### src/core/ucg_defs.svh
// Overview of operation
// - protected field write under unmet condition is ignored, old value kept
// - transmit stop length changes only while tx enable and tx busy are 0
// - parity, base clock, sample count change only with tx/rx enable and busy all 0
// - infrared select changes only while tx enable and tx busy are 0
// - noise filter and receive stop length change only while rx enable and busy are 0
// - low-power entry clears tx/rx enables; other control and divisor hold
// - low-power entry clears all status flags; data buffers undefined
// - idle or sleep: pin high when infrared off, low when on
// - stop mode: output-hold 1 gives idle level, 0 gives high impedance
// - frame starts with one low start bit then eight data bits
// - order: start, data lsb first, optional parity, stop bits
// - parity enable inserts parity bit; polarity selects even or odd
// - one or two stop bits per transmit stop length field
// - infrared select 1 sends frame in infrared pulse format
// - with two receive stop bits the first is not framing-checked
`ifndef UCG_DEFS_SVH
`define UCG_DEFS_SVH
`define UCG_OFF_CTRL1 8'h00
`define UCG_OFF_CTRL2 8'h04
`define UCG_OFF_STAT 8'h08
`define UCG_OFF_BAUD 8'h0C
`define UCG_OFF_DATA 8'h10
`define UCG_OFF_IRQ_STAT 8'h14
`define UCG_OFF_IRQ_MASK 8'h18
`define UCG_CR1_TXE 7
`define UCG_CR1_RXE 6
`define UCG_CR1_STOPBT 5
`define UCG_CR1_EVEN 4
`define UCG_CR1_PE 3
`define UCG_CR1_IRSEL 2
`define UCG_CR1_BRG 1
`define UCG_CR2_USED 8'h3F
`define UCG_SR_RBSY 3
`define UCG_SR_RECEIVE_FULL_FLAG 2
`define UCG_SR_TBSY 1
`define UCG_SR_TRANSMIT_FULL_FLAG 0
`define UCG_EV_TXDONE 0
`define UCG_EV_RXDONE 1
`define UCG_EV_ERR 2
`define UCG_RESP_OKAY 2'b00
`define UCG_RESP_SLVERR 2'b10
`define UCG_OVS 16
`define UCG_IR_PULSE 3
`endif

### src/core/ucg_pkg.sv
package ucg_pkg;
   typedef struct packed {
      logic [7:0] awaddr;
      logic awvalid;
      logic [31:0] wdata;
      logic [3:0] wstrb;
      logic wvalid;
      logic bready;
      logic [7:0] araddr;
      logic arvalid;
      logic rready;
   } ucg_axi_req_t;
   typedef struct packed {
      logic awready;
      logic wready;
      logic [1:0] bresp;
      logic bvalid;
      logic arready;
      logic [31:0] rdata;
      logic [1:0] rresp;
      logic rvalid;
   } ucg_axi_rsp_t;
   typedef enum logic [1:0] {
      UCG_RUN = 2'b00,
      UCG_IDLE = 2'b01,
      UCG_SLEEP = 2'b10,
      UCG_STOP = 2'b11
   } ucg_pmode_t;
   typedef enum logic [3:0] {
      UCG_TX_IDLE = 4'b0001,
      UCG_TX_SHIFT = 4'b0010,
      UCG_TX_PAR = 4'b0100,
      UCG_TX_STOP = 4'b1000
   } ucg_txst_t;
   typedef enum logic [3:0] {
      UCG_RX_IDLE = 4'b0001,
      UCG_RX_SHIFT = 4'b0010,
      UCG_RX_PAR = 4'b0100,
      UCG_RX_STOP = 4'b1000
   } ucg_rxst_t;
endpackage : ucg_pkg

### src/core/ucg_uart.sv
`timescale 1ns/1ps
`include "ucg_defs.svh"
module ucg_uart (
   input wire logic ref_clk, // system clock 100 MHz
   input wire logic rstn, // async reset, active low
   input wire ucg_pkg::ucg_axi_req_t axi_req, // axi-lite master signals
   output ucg_pkg::ucg_axi_rsp_t axi_rsp, // axi-lite slave signals
   input wire ucg_pkg::ucg_pmode_t pmode, // low-power mode request
   input wire logic out_hold, // system output-hold bit
   input wire logic rx_in, // serial receive line
   output logic tx_out, // transmit pin level
   output logic tx_oe_n, // transmit pin enable, low drives
   output logic irq // level interrupt
);
   import ucg_pkg::*;
   typedef struct packed {
      logic [7:0] cr1;
      logic [7:0] cr2;
      logic [7:0] baud;
      logic parity_error_flag, framing_error_flag, overrun_error_flag, receive_full_flag, transmit_full_flag;
      logic [7:0] rxbuf, txbuf;
      logic [2:0] ist, imsk;
      ucg_txst_t txs;
      logic [7:0] tsh;
      logic [3:0] tbit;
      logic [7:0] tdiv;
      logic [4:0] tph;
      logic tpar, tline;
      ucg_rxst_t rxs;
      logic [7:0] rsh;
      logic [3:0] rbit;
      logic [7:0] rdiv;
      logic [4:0] rph;
      logic rpar;
      logic aw_h, w_h;
      logic [7:0] awa;
      logic [31:0] wd;
      logic bv;
      logic rv;
      logic [31:0] rd;
      ucg_pmode_t pm_prev;
   } ucg_state_t;
   ucg_state_t q, d;
   logic tbsy, rbsy, lp;
   logic [7:0] sr;
   function automatic logic tick(input logic [7:0] div, input logic [7:0] lim);
      tick = (div == lim);
   endfunction : tick
   // change windows of the protected fields, read before this cycle's write lands
   function automatic logic tx_quiet(input logic [7:0] cr1, input logic busy);
      tx_quiet = !cr1[`UCG_CR1_TXE] && !busy;
   endfunction : tx_quiet
   function automatic logic rx_quiet(input logic [7:0] cr1, input logic busy);
      rx_quiet = !cr1[`UCG_CR1_RXE] && !busy;
   endfunction : rx_quiet
   assign tbsy = (q.txs != UCG_TX_IDLE);
   assign rbsy = (q.rxs != UCG_RX_IDLE);
   assign lp = (pmode != UCG_RUN);
   assign sr = {q.parity_error_flag, q.framing_error_flag, q.overrun_error_flag, 1'b0, rbsy, q.receive_full_flag, tbsy, q.transmit_full_flag};
   always_comb begin
      logic wr, rd;
      logic [7:0] wb, nc1, nc2;
      logic txg, rxg;
      wr = 1'b0;
      rd = 1'b0;
      wb = 8'h00;
      nc1 = 8'h00;
      nc2 = 8'h00;
      txg = 1'b0;
      rxg = 1'b0;
      d = q;
      // axi-lite write path, address and data in either order
      if (axi_req.awvalid && !q.aw_h && !q.bv) begin
         d.aw_h = 1'b1;
         d.awa = axi_req.awaddr;
      end
      if (axi_req.wvalid && !q.w_h && !q.bv) begin
         d.w_h = 1'b1;
         d.wd = axi_req.wdata;
      end
      if (q.aw_h && q.w_h && !q.bv) begin
         wr = 1'b1;
         wb = q.wd[7:0];
         d.aw_h = 1'b0;
         d.w_h = 1'b0;
         d.bv = 1'b1;
      end
      if (q.bv && axi_req.bready) d.bv = 1'b0;
      if (axi_req.arvalid && !q.rv) begin
         rd = 1'b1;
         d.rv = 1'b1;
         d.rd = 32'h0000_0000;
         unique case (axi_req.araddr)
            `UCG_OFF_CTRL1: d.rd[7:0] = {q.cr1[7:1], 1'b0};
            `UCG_OFF_CTRL2: d.rd[7:0] = q.cr2 & `UCG_CR2_USED;
            `UCG_OFF_STAT: d.rd[7:0] = sr;
            `UCG_OFF_BAUD: d.rd[7:0] = q.baud;
            `UCG_OFF_DATA: begin
               d.rd[7:0] = q.rxbuf;
               d.receive_full_flag = 1'b0;
            end
            `UCG_OFF_IRQ_STAT: d.rd[2:0] = q.ist;
            `UCG_OFF_IRQ_MASK: d.rd[2:0] = q.imsk;
            default: d.rd = 32'h0000_0000;
         endcase
      end
      if (q.rv && axi_req.rready) d.rv = 1'b0;
      // register writes with change protection
      if (wr) begin
         unique case (q.awa)
            `UCG_OFF_CTRL1: begin
               nc1 = q.cr1;
               nc1[`UCG_CR1_TXE] = wb[`UCG_CR1_TXE];
               nc1[`UCG_CR1_RXE] = wb[`UCG_CR1_RXE];
               if (tx_quiet(q.cr1, tbsy)) begin
                  nc1[`UCG_CR1_STOPBT] = wb[`UCG_CR1_STOPBT];
                  nc1[`UCG_CR1_IRSEL] = wb[`UCG_CR1_IRSEL];
               end
               if (tx_quiet(q.cr1, tbsy) && rx_quiet(q.cr1, rbsy)) begin
                  nc1[`UCG_CR1_EVEN] = wb[`UCG_CR1_EVEN];
                  nc1[`UCG_CR1_PE] = wb[`UCG_CR1_PE];
                  nc1[`UCG_CR1_BRG] = wb[`UCG_CR1_BRG];
               end
               d.cr1 = nc1;
            end
            `UCG_OFF_CTRL2: begin
               nc2 = q.cr2;
               if (tx_quiet(q.cr1, tbsy) && rx_quiet(q.cr1, rbsy))
                  nc2[5:3] = wb[5:3];
               nc2[2] = wb[2];
               if (rx_quiet(q.cr1, rbsy))
                  nc2[1:0] = {wb[1], wb[0]};
               d.cr2 = nc2;
            end
            `UCG_OFF_BAUD: d.baud = wb;
            `UCG_OFF_DATA: begin
               d.txbuf = wb;
               d.transmit_full_flag = 1'b1;
            end
            `UCG_OFF_IRQ_MASK: d.imsk = wb[2:0];
            default: d.baud = d.baud;
         endcase
      end
      // read of interrupt status clears first, so events below still set: set wins
      if (rd && axi_req.araddr == `UCG_OFF_IRQ_STAT) d.ist = 3'b000;
      // transmitter, 16 phases per bit, phase counter ticks every baud+1 clocks
      d.tdiv = tick(q.tdiv, q.baud) ? 8'h00 : q.tdiv + 8'h01;
      if (q.txs != UCG_TX_IDLE && tick(q.tdiv, q.baud)) begin
         d.tph = q.tph + 5'd1;
         if (q.tph == 5'(`UCG_OVS - 1)) begin
            d.tph = 5'd0;
            txg = 1'b1;
         end
      end
      unique case (q.txs)
         UCG_TX_IDLE: begin
            d.tline = 1'b1;
            if (q.cr1[`UCG_CR1_TXE] && q.transmit_full_flag) begin
               d.txs = UCG_TX_SHIFT;
               d.tsh = q.txbuf;
               d.tpar = ^q.txbuf ^ ~q.cr1[`UCG_CR1_EVEN];
               // a buffer write landing now is kept for the next frame
               if (!(wr && q.awa == `UCG_OFF_DATA)) d.transmit_full_flag = 1'b0;
               d.tline = 1'b0;
               d.tbit = 4'd0;
               d.tph = 5'd0;
               d.tdiv = 8'h00;
            end
         end
         UCG_TX_SHIFT: if (txg) begin
            d.tbit = q.tbit + 4'd1;
            d.tline = q.tsh[0];
            d.tsh = {1'b0, q.tsh[7:1]};
            if (q.tbit == 4'd8) begin
               d.txs = q.cr1[`UCG_CR1_PE] ? UCG_TX_PAR : UCG_TX_STOP;
               d.tline = q.cr1[`UCG_CR1_PE] ? q.tpar : 1'b1;
               d.tbit = 4'd0;
            end
         end
         UCG_TX_PAR: if (txg) begin
            d.txs = UCG_TX_STOP;
            d.tline = 1'b1;
            d.tbit = 4'd0;
         end
         UCG_TX_STOP: if (txg) begin
            d.tbit = q.tbit + 4'd1;
            if (q.tbit == {3'd0, q.cr1[`UCG_CR1_STOPBT]}) begin
               d.txs = UCG_TX_IDLE;
               d.ist[`UCG_EV_TXDONE] = 1'b1;
            end
         end
      endcase
      // receiver, samples mid-bit
      d.rdiv = tick(q.rdiv, q.baud) ? 8'h00 : q.rdiv + 8'h01;
      if (q.rxs != UCG_RX_IDLE && tick(q.rdiv, q.baud)) begin
         d.rph = q.rph + 5'd1;
         if (q.rph == 5'(`UCG_OVS - 1)) d.rph = 5'd0;
         rxg = (q.rph == 5'(`UCG_OVS / 2 - 1));
      end
      unique case (q.rxs)
         UCG_RX_IDLE: if (q.cr1[`UCG_CR1_RXE] && !rx_in) begin
            d.rxs = UCG_RX_SHIFT;
            d.rbit = 4'd0;
            d.rph = 5'd0;
            d.rdiv = 8'h00;
         end
         UCG_RX_SHIFT: if (rxg) begin
            d.rbit = q.rbit + 4'd1;
            if (q.rbit == 4'd0 && rx_in) d.rxs = UCG_RX_IDLE;
            else if (q.rbit != 4'd0) d.rsh = {rx_in, q.rsh[7:1]};
            if (q.rbit == 4'd8) begin
               d.rpar = ^{rx_in, q.rsh[7:1]} ^ ~q.cr1[`UCG_CR1_EVEN];
               d.rxs = q.cr1[`UCG_CR1_PE] ? UCG_RX_PAR : UCG_RX_STOP;
               d.rbit = 4'd0;
            end
         end
         UCG_RX_PAR: if (rxg) begin
            d.parity_error_flag = q.parity_error_flag | (rx_in != q.rpar);
            d.rxs = UCG_RX_STOP;
         end
         UCG_RX_STOP: if (rxg) begin
            d.rbit = q.rbit + 4'd1;
            // first of two stop bits is skipped
            if (!(q.cr2[0] && q.rbit == 4'd0)) begin
               d.framing_error_flag = q.framing_error_flag | !rx_in;
               d.rxs = UCG_RX_IDLE;
               d.overrun_error_flag = q.overrun_error_flag | q.receive_full_flag;
               d.rxbuf = q.rsh;
               d.receive_full_flag = 1'b1;
               d.ist[`UCG_EV_RXDONE] = 1'b1;
               if (!rx_in || q.receive_full_flag) d.ist[`UCG_EV_ERR] = 1'b1;
            end
         end
      endcase
      // low-power entry halts the uart
      if (lp && q.pm_prev == UCG_RUN) begin
         d.cr1[`UCG_CR1_TXE] = 1'b0;
         d.cr1[`UCG_CR1_RXE] = 1'b0;
         {d.parity_error_flag, d.framing_error_flag, d.overrun_error_flag, d.receive_full_flag, d.transmit_full_flag} = 5'b0_0000;
         d.txs = UCG_TX_IDLE;
         d.rxs = UCG_RX_IDLE;
         d.tline = 1'b1;
      end
      d.pm_prev = pmode;
   end
   always_ff @(posedge ref_clk or negedge rstn) begin
      if (!rstn) begin
         q <= '{txs: UCG_TX_IDLE, rxs: UCG_RX_IDLE, pm_prev: UCG_RUN, tline: 1'b1, default: '0};
      end else begin
         q <= d;
      end
   end
   always_comb begin
      logic ir;
      ir = q.cr1[`UCG_CR1_IRSEL];
      tx_oe_n = 1'b0;
      if (pmode == UCG_IDLE || pmode == UCG_SLEEP) begin
         tx_out = !ir;
      end else if (pmode == UCG_STOP) begin
         tx_out = !ir;
         tx_oe_n = !out_hold;
      end else if (ir) begin
         // infrared: active-high pulse early in each zero bit
         tx_out = !q.tline && (q.tph < 5'd`UCG_IR_PULSE) && tbsy;
      end else begin
         tx_out = q.tline;
      end
   end
   assign irq = |(q.ist & q.imsk);
   assign axi_rsp.awready = !q.aw_h && !q.bv;
   assign axi_rsp.wready = !q.w_h && !q.bv;
   assign axi_rsp.bvalid = q.bv;
   assign axi_rsp.bresp = `UCG_RESP_OKAY;
   assign axi_rsp.arready = !q.rv;
   assign axi_rsp.rvalid = q.rv;
   assign axi_rsp.rdata = q.rd;
   assign axi_rsp.rresp = `UCG_RESP_OKAY;
endmodule : ucg_uart

### config.mk
export PLATFORM = sky130hd
export DESIGN_NAME = ucg_uart
export DESIGN_NICKNAME = d
export VERILOG_FILES = /design/src/core/ucg_pkg.sv /design/src/core/ucg_uart.sv
export VERILOG_INCLUDE_DIRS = /design/src /design/src/core
export SDC_FILE = /design/constraint.sdc
export NUM_CORES = 1
export LEC_CHECK = 0
export ABC_AREA = 1
export CAP_MARGIN = 20
export CORE_MARGIN = 8
export CORE_UTILIZATION = 55
export CTS_BUF_LIST = sky130_fd_sc_hd__clkbuf_16
export CTS_CLUSTER_DIAMETER = 200
export CTS_CLUSTER_SIZE = 20
export DETAILED_ROUTE_END_ITERATION = 10
export DONT_BUFFER_PORTS = 1
export PLACE_DENSITY = 0.73
export SYNTH_ARGS = -nofsm -noshare
export SYNTH_HDL_FRONTEND = slang
export SYNTH_SLANG_ARGS = --single-unit
export TNS_END_PERCENT = 1
### constraint.sdc
create_clock -name ref_clk -period 1.6 [get_ports ref_clk]
set_clock_uncertainty 0.2 [all_clocks]
set_input_delay 0.16 -clock ref_clk [delete_from_list [all_inputs] [get_ports ref_clk]]
set_output_delay 0.16 -clock ref_clk [all_outputs]
set_load 0.02 [all_outputs]
After elaboration in Yosys (flattened, before gate mapping)
Cells that the tools add are included.
- add/sub/neg operators: 6
- $mul: 0
- divide/modulo/power cells: 0
- order comparisons: 1
- equal/unequal tests: 52
- shift-type cells: 0
- multiplexer cells: 94
- bitwise operators: 9
- reduce and logical (&&, ||, !) cells: 81
- operators with widths (cell ; number):
    two-way mux 4 bit ; 17
    two-way mux 8 bit ; 7
    one-hot mux 4 bit (4 select lines) ; 3
    equality test 8 x 5 -> 1 bit, second input constant ; 5
    two-way mux 1 bit ; 35
    two-way mux 33 bit ; 1
    != test 3 bit, second input constant ; 11
    two-way mux 16 bit ; 2
    two-way mux 31 bit ; 1
    two-way mux 5 bit ; 6
    AND reduction 3 bit ; 9
    logical AND 1 bit ; 25
    one-hot mux 5 bit (5 select lines) ; 1
    equality test 8 x 4 -> 1 bit, second input constant ; 3
    two-way mux 24 bit ; 1
    nonzero test 2 bit ; 11
    one-hot mux 3 bit (7 select lines) ; 1
    two-way mux 17 bit ; 1
    adder 8 x 1 -> 8 bit, second input constant ; 2
    equality test 4 bit, second input constant ; 4
    equality test 8 x 3 -> 1 bit, second input constant ; 2
    equality test 8 bit ; 2
    logical NOT 8 bit ; 2
    one-hot mux 8 bit (2 select lines) ; 1
    38 further kinds ; 90
- register bits after elaboration: 139
- bits in latches: 0
- RAM bits: 0
- memory bits (read-only): 0
- bits of input ports: 63
- output and inout bits: 44
- logic and storage cells: 280
- memories: 0

Depth between registers and ports, before layout
Gate-level depths: netlist (run 1).
- depth after elaboration: 9
- mapped depth: 12
- depth with buffers taken out: 12

Worst setup path before layout (run 1)
OpenSTA, ideal clock, no wires.
- path kind: input-to-output
- from: in pmode[0]
- to: out tx_out
- arrival: 1.525 ns
- data required time: 1.240 ns
- slack: -0.285 ns
- stages on the path: 4
- buffers on the path: 0
- path through: inv_1 > ha_1 > or3_1 > o41ai_1
- longest elaborated chain between the ends: 3
- elaborated cells between the ends (all ways): 6
- classes of those cells: eq/ne: 3; mux: 2; reduce/logical: 1
- ends and longest elaborated chain (item ; line ; RTL):
    from (decl) ; ucg_uart.sv:8 ; input wire ucg_pkg::ucg_pmode_t pmode,
    equality test 2 bit (tied with other cells) ; ucg_uart.sv:259 ; end else if (pmode == UCG_STOP) begin
    two-way mux 1 bit or logical OR 1 bit (tied branches) ; ucg_uart.sv:259, ucg_uart.sv:257 ;
    two-way mux 1 bit * ; ucg_uart.sv:257 ; if (pmode == UCG_IDLE || pmode == UCG_SLEEP) begin
    to (decl) ; ucg_uart.sv:11 ; output logic tx_out,
Mark *: on every way between the ends. The rest lies on a longest branch, timed or not.

Worst setup path in the final report (run 1)
- from: reg q[136] (netlist bit)
- to: out tx_out
- longest elaborated chain between the ends: 5
- ends and longest elaborated chain (item ; line ; RTL):
    from (decl) ; ucg_uart.sv:43 ; ucg_state_t q, d;
    from (signal assigned) ; ucg_uart.sv:248 ; q <= '{txs: UCG_TX_IDLE, rxs: UCG_RX_IDLE, pm_prev: UCG_RUN, tline: 1'b1, default: '0};
    from (signal assigned) ; ucg_uart.sv:250 ; q <= d;
    != test 4 x 1 -> 1 bit ; ucg_uart.sv:56 ; assign tbsy = (q.txs != UCG_TX_IDLE);
    logical AND 1 bit ; ucg_uart.sv:264 ; tx_out = !q.tline && (q.tph < 5'd`UCG_IR_PULSE) && tbsy;
    two-way mux 1 bit ; ucg_uart.sv:262 ; end else if (ir) begin
    two-way mux 1 bit ; ucg_uart.sv:259 ;
    two-way mux 1 bit ; ucg_uart.sv:257 ;
No other way between the ends.

==> results.md, run 1 <==
* Status: finished with violations
* Failing checks: negative hold slack, negative setup slack
* Ratio of cells with drive above 1 in the final layout at 26.90%
* Post-Syn Instances at 923
* CP max FO at 2
* Die height at 132.5 um
* Row cnt at 42
* Internal Power at 0.009068 W
* Min cycle time layout at 1995 ps
* Hpwl dp at 13510 um
* Leakage at 4.848 nW
* Primary FF master, synth: dfrtp_1
* Core Area at 13240 sq um
* Num CTS Buffers at 17
* Worst R2R Setup Slack at -360 ps
* Mean post-synth cell area at 8.090 sq um
* Worst setup path startpoint: q[136]$_DFFE_PN0P_
* Total Power at 0.01472 W
* Final worst-path setup slack at -394.7 ps
* Reg2reg end: q[101]$_DFFE_PN0P_
* Setup CP Type: flip-flop to output port
* Die Wd at 132.5 um
* RSZ-0062 raised after global routing: yes
* FF+latch count, synth at 139
* Hold_ws at -763.0 ps
* Routed WL at 20210 um
* Post-synthesis adder-cell area fraction at 1.676%
* Slowest library cell on the worst path: dfrtp_1
* Detailed Route Iter0 Violations at 609
* Arr. time, crit path at 1630 ps
* Register area share after synthesis at 46.63%
* Async set-reset flop share out of synthesis at 100.0%
* Crit share post-route at 124.7%
* Buf/Inv on CP at 4
* Reg-to-reg critical path startpoint: q[167]$_DFFE_PN0P_
* Synth top area cells: dfrtp_1, nand2_1, inv_1, o21ai_0, buf_4
* Pwr dens at 1509 nW/um^2
* DRC violations left at 0
* Hold Crit Class: input port to async pin
* Gpl congestion at 0.9249
* Leading area contributor after synthesis: dfrtp_1
* DR WL/cell at 15.74 um
* Yosys top cell area share at 45.58%
* Logic pwr share at 43.5%
* Initial Utilization at 56.39%
* Synth Area in XOR/XNOR at 3.401%
* Final Hold Viols at 139
* Vias in the first global route at 6789
* YS warnings at 0
* Fin nets at 1169
* First-pass GRT wire length at 33240 um
* Unique cell type count in the Yosys netlist at 50
* Synth Area in Compound Gates at 10.86%
* Drt via density at 5.241
* Startpoint types: flip-flop
* Slowest stage delay, CP at 370 ps
* Final core utilization at 73.64%
* Total gr overflow at 0
* Multi-input combinational cell area at 3628 sq um
* Largest net degree at the start of global routing at 140
* Vias at 6729
* CTS root buf: clkbuf_16
* Syn-to-layout area delta at 30.60%
* Pre-CTS WS at -360.0 ps
* Clock latency on the worst-skew pair at 420 ps
* Post-Synth Simple-Gate Area at 25.77%
* Net Sw Power at 0.005652 W
* R2R depth at 8
* Slew Viols, Final at 0
* H-tree levels at 4
* Most used cell, CP: inv_2
* Crit. End Element: output port
* Reg clk slew, reported paths at 60 ps
* Filler Cell Count at 968
* Critical Path, Cell by Cell: inv_2 -> nand3_2 -> inv_2 -> buf_6 -> o41ai_4 -> buf_4
* Mapped cell area at 7467 sq um
* I/O pin cnt at 107
* Worst vdd ir at 1.379 mV
* Die Area at 17560 sq um
* FF/Latch Area at 3483 sq um
* Cell family contributing the most delay on the critical path: buffers and inverters
* Clk buf depth at 2
* Sink Count at 139
* Switching share of power at 38.40%
* Final ANT Viol Nets at 0
* Max_cap viols at 0
* Post-synthesis mux area share at 1.056%
* First-pass iteration count of the detailed router at 5
* Setup violators final at 100
* GRT Resource Usage Total at 23.20%
* CTS tree: built
* # diodes at 0
* Largest family of logic cells by synthesized area: simple AND/OR/NAND/NOR gates
* Sequential fraction of design power at 33.6%
* Initial antenna violation count at 0
* Clock Power Share at 22.8%
* EDFF count, synth at 0
* Port bufs at 0
* Worst path required time at 1240 ps
* Fmax at 0.5013 GHz
## routing by layer
layer	GRT usage (%)	vias up	share of wire (%)
li1	-	3263	-
met1	28.05	3208	42
met2	38.90	209	50
met3	6.018	49	5.5
met4	8.896	0	2.6
met5	0	-	0
## worst register-to-register path, delay by kind of cell (launching register included)
kind	cells	cell delay, ps
and+or+nand+nor	5	810
DFF	1	450
AOI/OAI and AO/OA	1	170
xor gates and xnor gates	1	150
buffers and inverters	1	130
## logic make-up after synthesis
kind of cell / Yosys count
xor+xnor: 29
other cells: 1
buf+inv: 166
compound gates: 139
flops: 139
simple gates: 432
mux: 7
fa+ha+maj: 10
## Yosys cell counts (4+ instances only)
master,number
or2_2,4
a21oi_1,29
xnor2_1,19
o21ai_0,63
nand3_1,46
o21ai_1,8
nor3b_1,6
ha_1,10
nand2_2,5
o22ai_1,4
inv_2,6
mux2_2,7
nand2_1,252
buf_4,38
a31oi_1,4
xor2_1,10
inv_1,111
o21ai_2,14
nand4_1,9
dfrtp_1,136
nor2_1,76
clkbuf_1,7
nor3_1,15
## cell type report
type                    count  area share (%)
inverters                 118           4.619
flip-flops and latches    139           35.72
well taps                 176           2.258
repair buffers            174           15.15
clock buffers              17           4.362
multi-input cells         646           37.21
clock inverters            14          0.6800
## placed cells by master (no fill, tap or decap), types with 6 or more instances in the layout
| cell | synthesis | layout |
|---|---|---|
| nor2_2 | 0 | 12 |
| clkinv_1 | 1 | 6 |
| nand2_1 | 252 | 231 |
| inv_1 | 111 | 104 |
| nor2_4 | 3 | 8 |
| o21ai_0 | 63 | 43 |
| buf_4 | 38 | 127 |
| o21ai_2 | 14 | 15 |
| nor2_1 | 76 | 59 |
| nand3_1 | 46 | 40 |
| o21ai_1 | 8 | 27 |
| a21oi_2 | 2 | 7 |
| inv_2 | 6 | 15 |
| nor3_1 | 15 | 11 |
| ha_1 | 10 | 9 |
| nor3b_1 | 6 | 6 |
| nand4_1 | 9 | 9 |
| mux2_2 | 7 | 7 |
| dfrtp_1 | 136 | 135 |
| xnor2_1 | 19 | 18 |
| conb_1 | 1 | 28 |
| nand3_4 | 2 | 6 |
| a21oi_1 | 29 | 24 |
| clkbuf_16 | 0 | 17 |
| buf_6 | 3 | 17 |
| xor2_1 | 10 | 10 |
| dlygate4sd3_1 | 0 | 26 |
| nand2_2 | 5 | 25 |
## worst max path at each step
stage                                    end  slack [ps]  cells after the start
final                                 tx_out        -390                      6
after floorplan           q[101]$_DFFE_PN0P_        -150                     10
after detailed placement  q[126]$_DFFE_PN0P_        -360                     10
after global routing      q[129]$_DFFE_PN0P_        -480                      8
after CTS                             tx_out        -370                      5
after global placement     q[97]$_DFFE_PN0P_        -280                      8
## registers in the layout, indices dropped and copies added (netlist names)
register  flops
q           129
axi_rsp      10
## power by group through the flow
stage	Combinational (W)	Clock [W]	Sequential [W]
2_1_floorplan	0.00331	0	0.00485
3_3_place_gp	0.00525	0	0.00490
3_5_place_dp	0.00537	0	0.00493
4_1_cts	0.00591	0.00338	0.00490
5_1_grt	0.00706	0.00353	0.00504
6_report	0.00641	0.00336	0.00495
## through the flow
stage          instances  setup TNS, ps  hold WS (ps)  instance area (sq um)
6_report            1284         -19430        -763.0                   9752
5_1_grt             1284         -29900        -785.5                   9752
4_1_cts             1274         -16400        -777.1                   9474
3_5_place_dp        1212         -19680        -332.1                   8501
3_3_place_gp        1212         -16050        -331.2                   8501
2_1_floorplan        950          -5354        -335.6                   7582
## repair_timing
action,in CTS,in global routing
hold endpoints to repair,175,148
endpoints found under the setup margin,108,132
pin swaps,13,26
hold buffers,26,1
buffers inserted,5,8
resized for setup,65,63
cloned,0,1
Power figures use the tool's default switching activity.
==> run 2, diff against run 1 <==
CORE_ASPECT_RATIO = 1.2   (was not set)
==> run 2 against run 1 <==
Net effect:
- the flow still finishes with violations (negative hold slack, negative setup slack)
- cell count increased by 1.2%
- sequential share of layout area decreased by 1.0 points
- sequential power about the same
==> results.md, run 2 (same netlist as run 1, synthesis figures left out) <==
* Dpl cell area at 8621 sq um
* Routed WL at 20970 um
* Die Wd at 122.4 um
* Final core utilization at 75.78%
* Reg-to-reg critical path startpoint: q[173]$_DFFE_PN0P_
* Max_cap viols at 0
* Setup CP Type: flip-flop to flip-flop
* Worst vdd ir at 1.384 mV
* Slew Viols, Final at 0
* Reg clk slew, reported paths at 60 ps
* Clock latency on the worst-skew pair at 430 ps
* Vias at 6957
* Final Hold Viols at 139
* Syn-to-layout area delta at 34.33%
* Gpl congestion at 0.9252
* Most frequent cells in the layout: nand2_1, buf_4, dfrtp_1
* Pwr dens at 1557 nW/um^2
* DR WL/cell at 16.14 um
* CTS tree: built
* Initial Utilization at 56.41%
* Commonest non-fill, non-tap cell in the layout: nand2_1
* Setup violators final at 92
* Top reg by flops: q
* Leakage at 5.004 nW
* Startpoint types: flip-flop
* Failing checks: negative hold slack, negative setup slack
* Crit. End Element: flip-flop
* First-pass iteration count of the detailed router at 6
* Final ANT Viol Nets at 0
* Reg2reg end: q[101]$_DFFE_PN0P_
* Status: finished with violations
* Total gr overflow at 0
* Filler Cell Count at 885
* Crit share post-route at 126.2%
* Core Area at 13240 sq um
* DRC violations left at 0
* Hpwl dp at 13790 um
* Hold Crit Class: input port to async pin
* RSZ-0062 raised after global routing: yes
* CP max FO at 8
* Hold_ws at -774.5 ps
* Max reg flops at 129
* Die height at 143.6 um
* Clk buf depth at 2
* Final worst-path setup slack at -419.2 ps
* Post-CTS Hold Buffers at 26
* Vias in the first global route at 7020
* Slowest stage delay, CP at 420 ps
* Detailed Route Iter0 Violations at 650
* Slowest library cell on the worst path: dfrtp_1
* Initial antenna violation count at 0
* Largest net degree at the start of global routing at 140
* Final instance area at 10030 sq um
* GRT Resource Usage Total at 23.92%
* H-tree levels at 4
* CTS root buf: clkbuf_16
* Arr. time, crit path at 2140 ps
* I/O pin cnt at 107
* Fin nets at 1191
* Worst path required time at 1720 ps
* Port bufs at 0
* R2R depth at 10
* Die Area at 17580 sq um
* Drt via density at 5.356
* # diodes at 0
* Critical Path, Cell by Cell: buf_4 -> xnor2_2 -> nand2_2 -> nor2_4 -> nand3_4 -> nor2_8 -> buf_4 -> nand3_4 -> nand2_2 -> o21ai_2
* Ratio of cells with drive above 1 in the final layout at 29.09%
* Fmax at 0.4952 GHz
* First-pass GRT wire length at 33110 um
* Min cycle time layout at 2019 ps
* Row cnt at 46
* Worst R2R Setup Slack at -420 ps
* Sink Count at 139
* Num CTS Buffers at 17
==> run 2: changes by cell type in the layout (fill, tap and decap cells not counted), moves of 3 or more <==
cell / before / now
bufinv_16: 0 / 3
clkinv_4: 0 / 3
buf_6: 17 / 11
nand2_4: 1 / 4
nor2_1: 59 / 63
clkinv_1: 6 / 2
o21ai_2: 15 / 19
o21ai_1: 27 / 13
buf_4: 127 / 156
nor2_2: 12 / 8
clkinv_2: 4 / 1
o21ai_0: 43 / 52
==> run 2: how the worst max path moves through the flow <==
stage | startpoint | slack (ps) | end
2_1_floorplan | q[87]$_DFF_PN0_ | -150 | q[101]$_DFFE_PN0P_
3_3_place_gp | q[173]$_DFFE_PN0P_ | -400 | q[132]$_DFFE_PN0P_
3_5_place_dp | q[173]$_DFFE_PN0P_ | -440 | q[129]$_DFFE_PN0P_
4_1_cts | q[173]$_DFFE_PN0P_ | -430 | q[126]$_DFFE_PN0P_
5_1_grt | q[173]$_DFFE_PN0P_ | -500 | q[126]$_DFFE_PN0P_
6_report | q[173]$_DFFE_PN0P_ | -420 | q[101]$_DFFE_PN0P_
==> run 2: timing repair <==
action                                 CTS  global route
setup endpoints to repair              106           116
cloned                                   1             1
resized for setup                       64            54
endpoints found under the hold margin  175           139
buffers inserted                        10             6
pin swaps                               15            22
==> run 2: cell type report <==
type                       instances  area [sq um]  area share (%)
inverter                         118         445.4           4.441
clock inverter                    15         173.9           1.734
clock buffer                      17         425.4           4.241
tap                              168         210.2           2.096
timing repair buffer             195          1595           15.90
multi-input combinational        647          3699           36.87
sequential                       139          3482           34.71
==> run 2: critical path, delay by kind of cell (launching register included) <==
family / cells / cell delay (ps)
buffers and inverters: 2 / 310
DFF: 1 / 420
xor gates and xnor gates: 1 / 140
AOI/OAI and AO/OA: 1 / 50
and+or+nand+nor: 6 / 800
==> run 2: layer usage <==
metal  track usage (%)  vias up  share of wire (%)
met5                 0        -                  0
met4             10.22        0                3.1
met3             5.065       62                5.6
met2             41.67      240                 52
met1             27.75     3342                 39
li1                  -     3313                  -
==> run 2: through the flow <==
stage | total power (W) | setup slack, ps | hold slack, ps | setup TNS, ps | cells
after detailed placement | 0.01035 | -437.5 | -331.4 | -24170 | 1223
after global routing | 0.01644 | -497.7 | -789.8 | -32580 | 1299
after floorplan | 0.008155 | -146.5 | -335.6 | -5354 | 950
after CTS | 0.01504 | -430.0 | -788.7 | -20830 | 1292
after global placement | 0.01023 | -395.2 | -330.9 | -21210 | 1223
final | 0.01562 | -419.2 | -774.5 | -23870 | 1299
==> run 2: where the power goes <==
part           internal (W)  switching [W]
Clock               0.00245        0.00160
Combinational       0.00291        0.00368
Sequential          0.00433       0.000649
Total               0.00969        0.00593
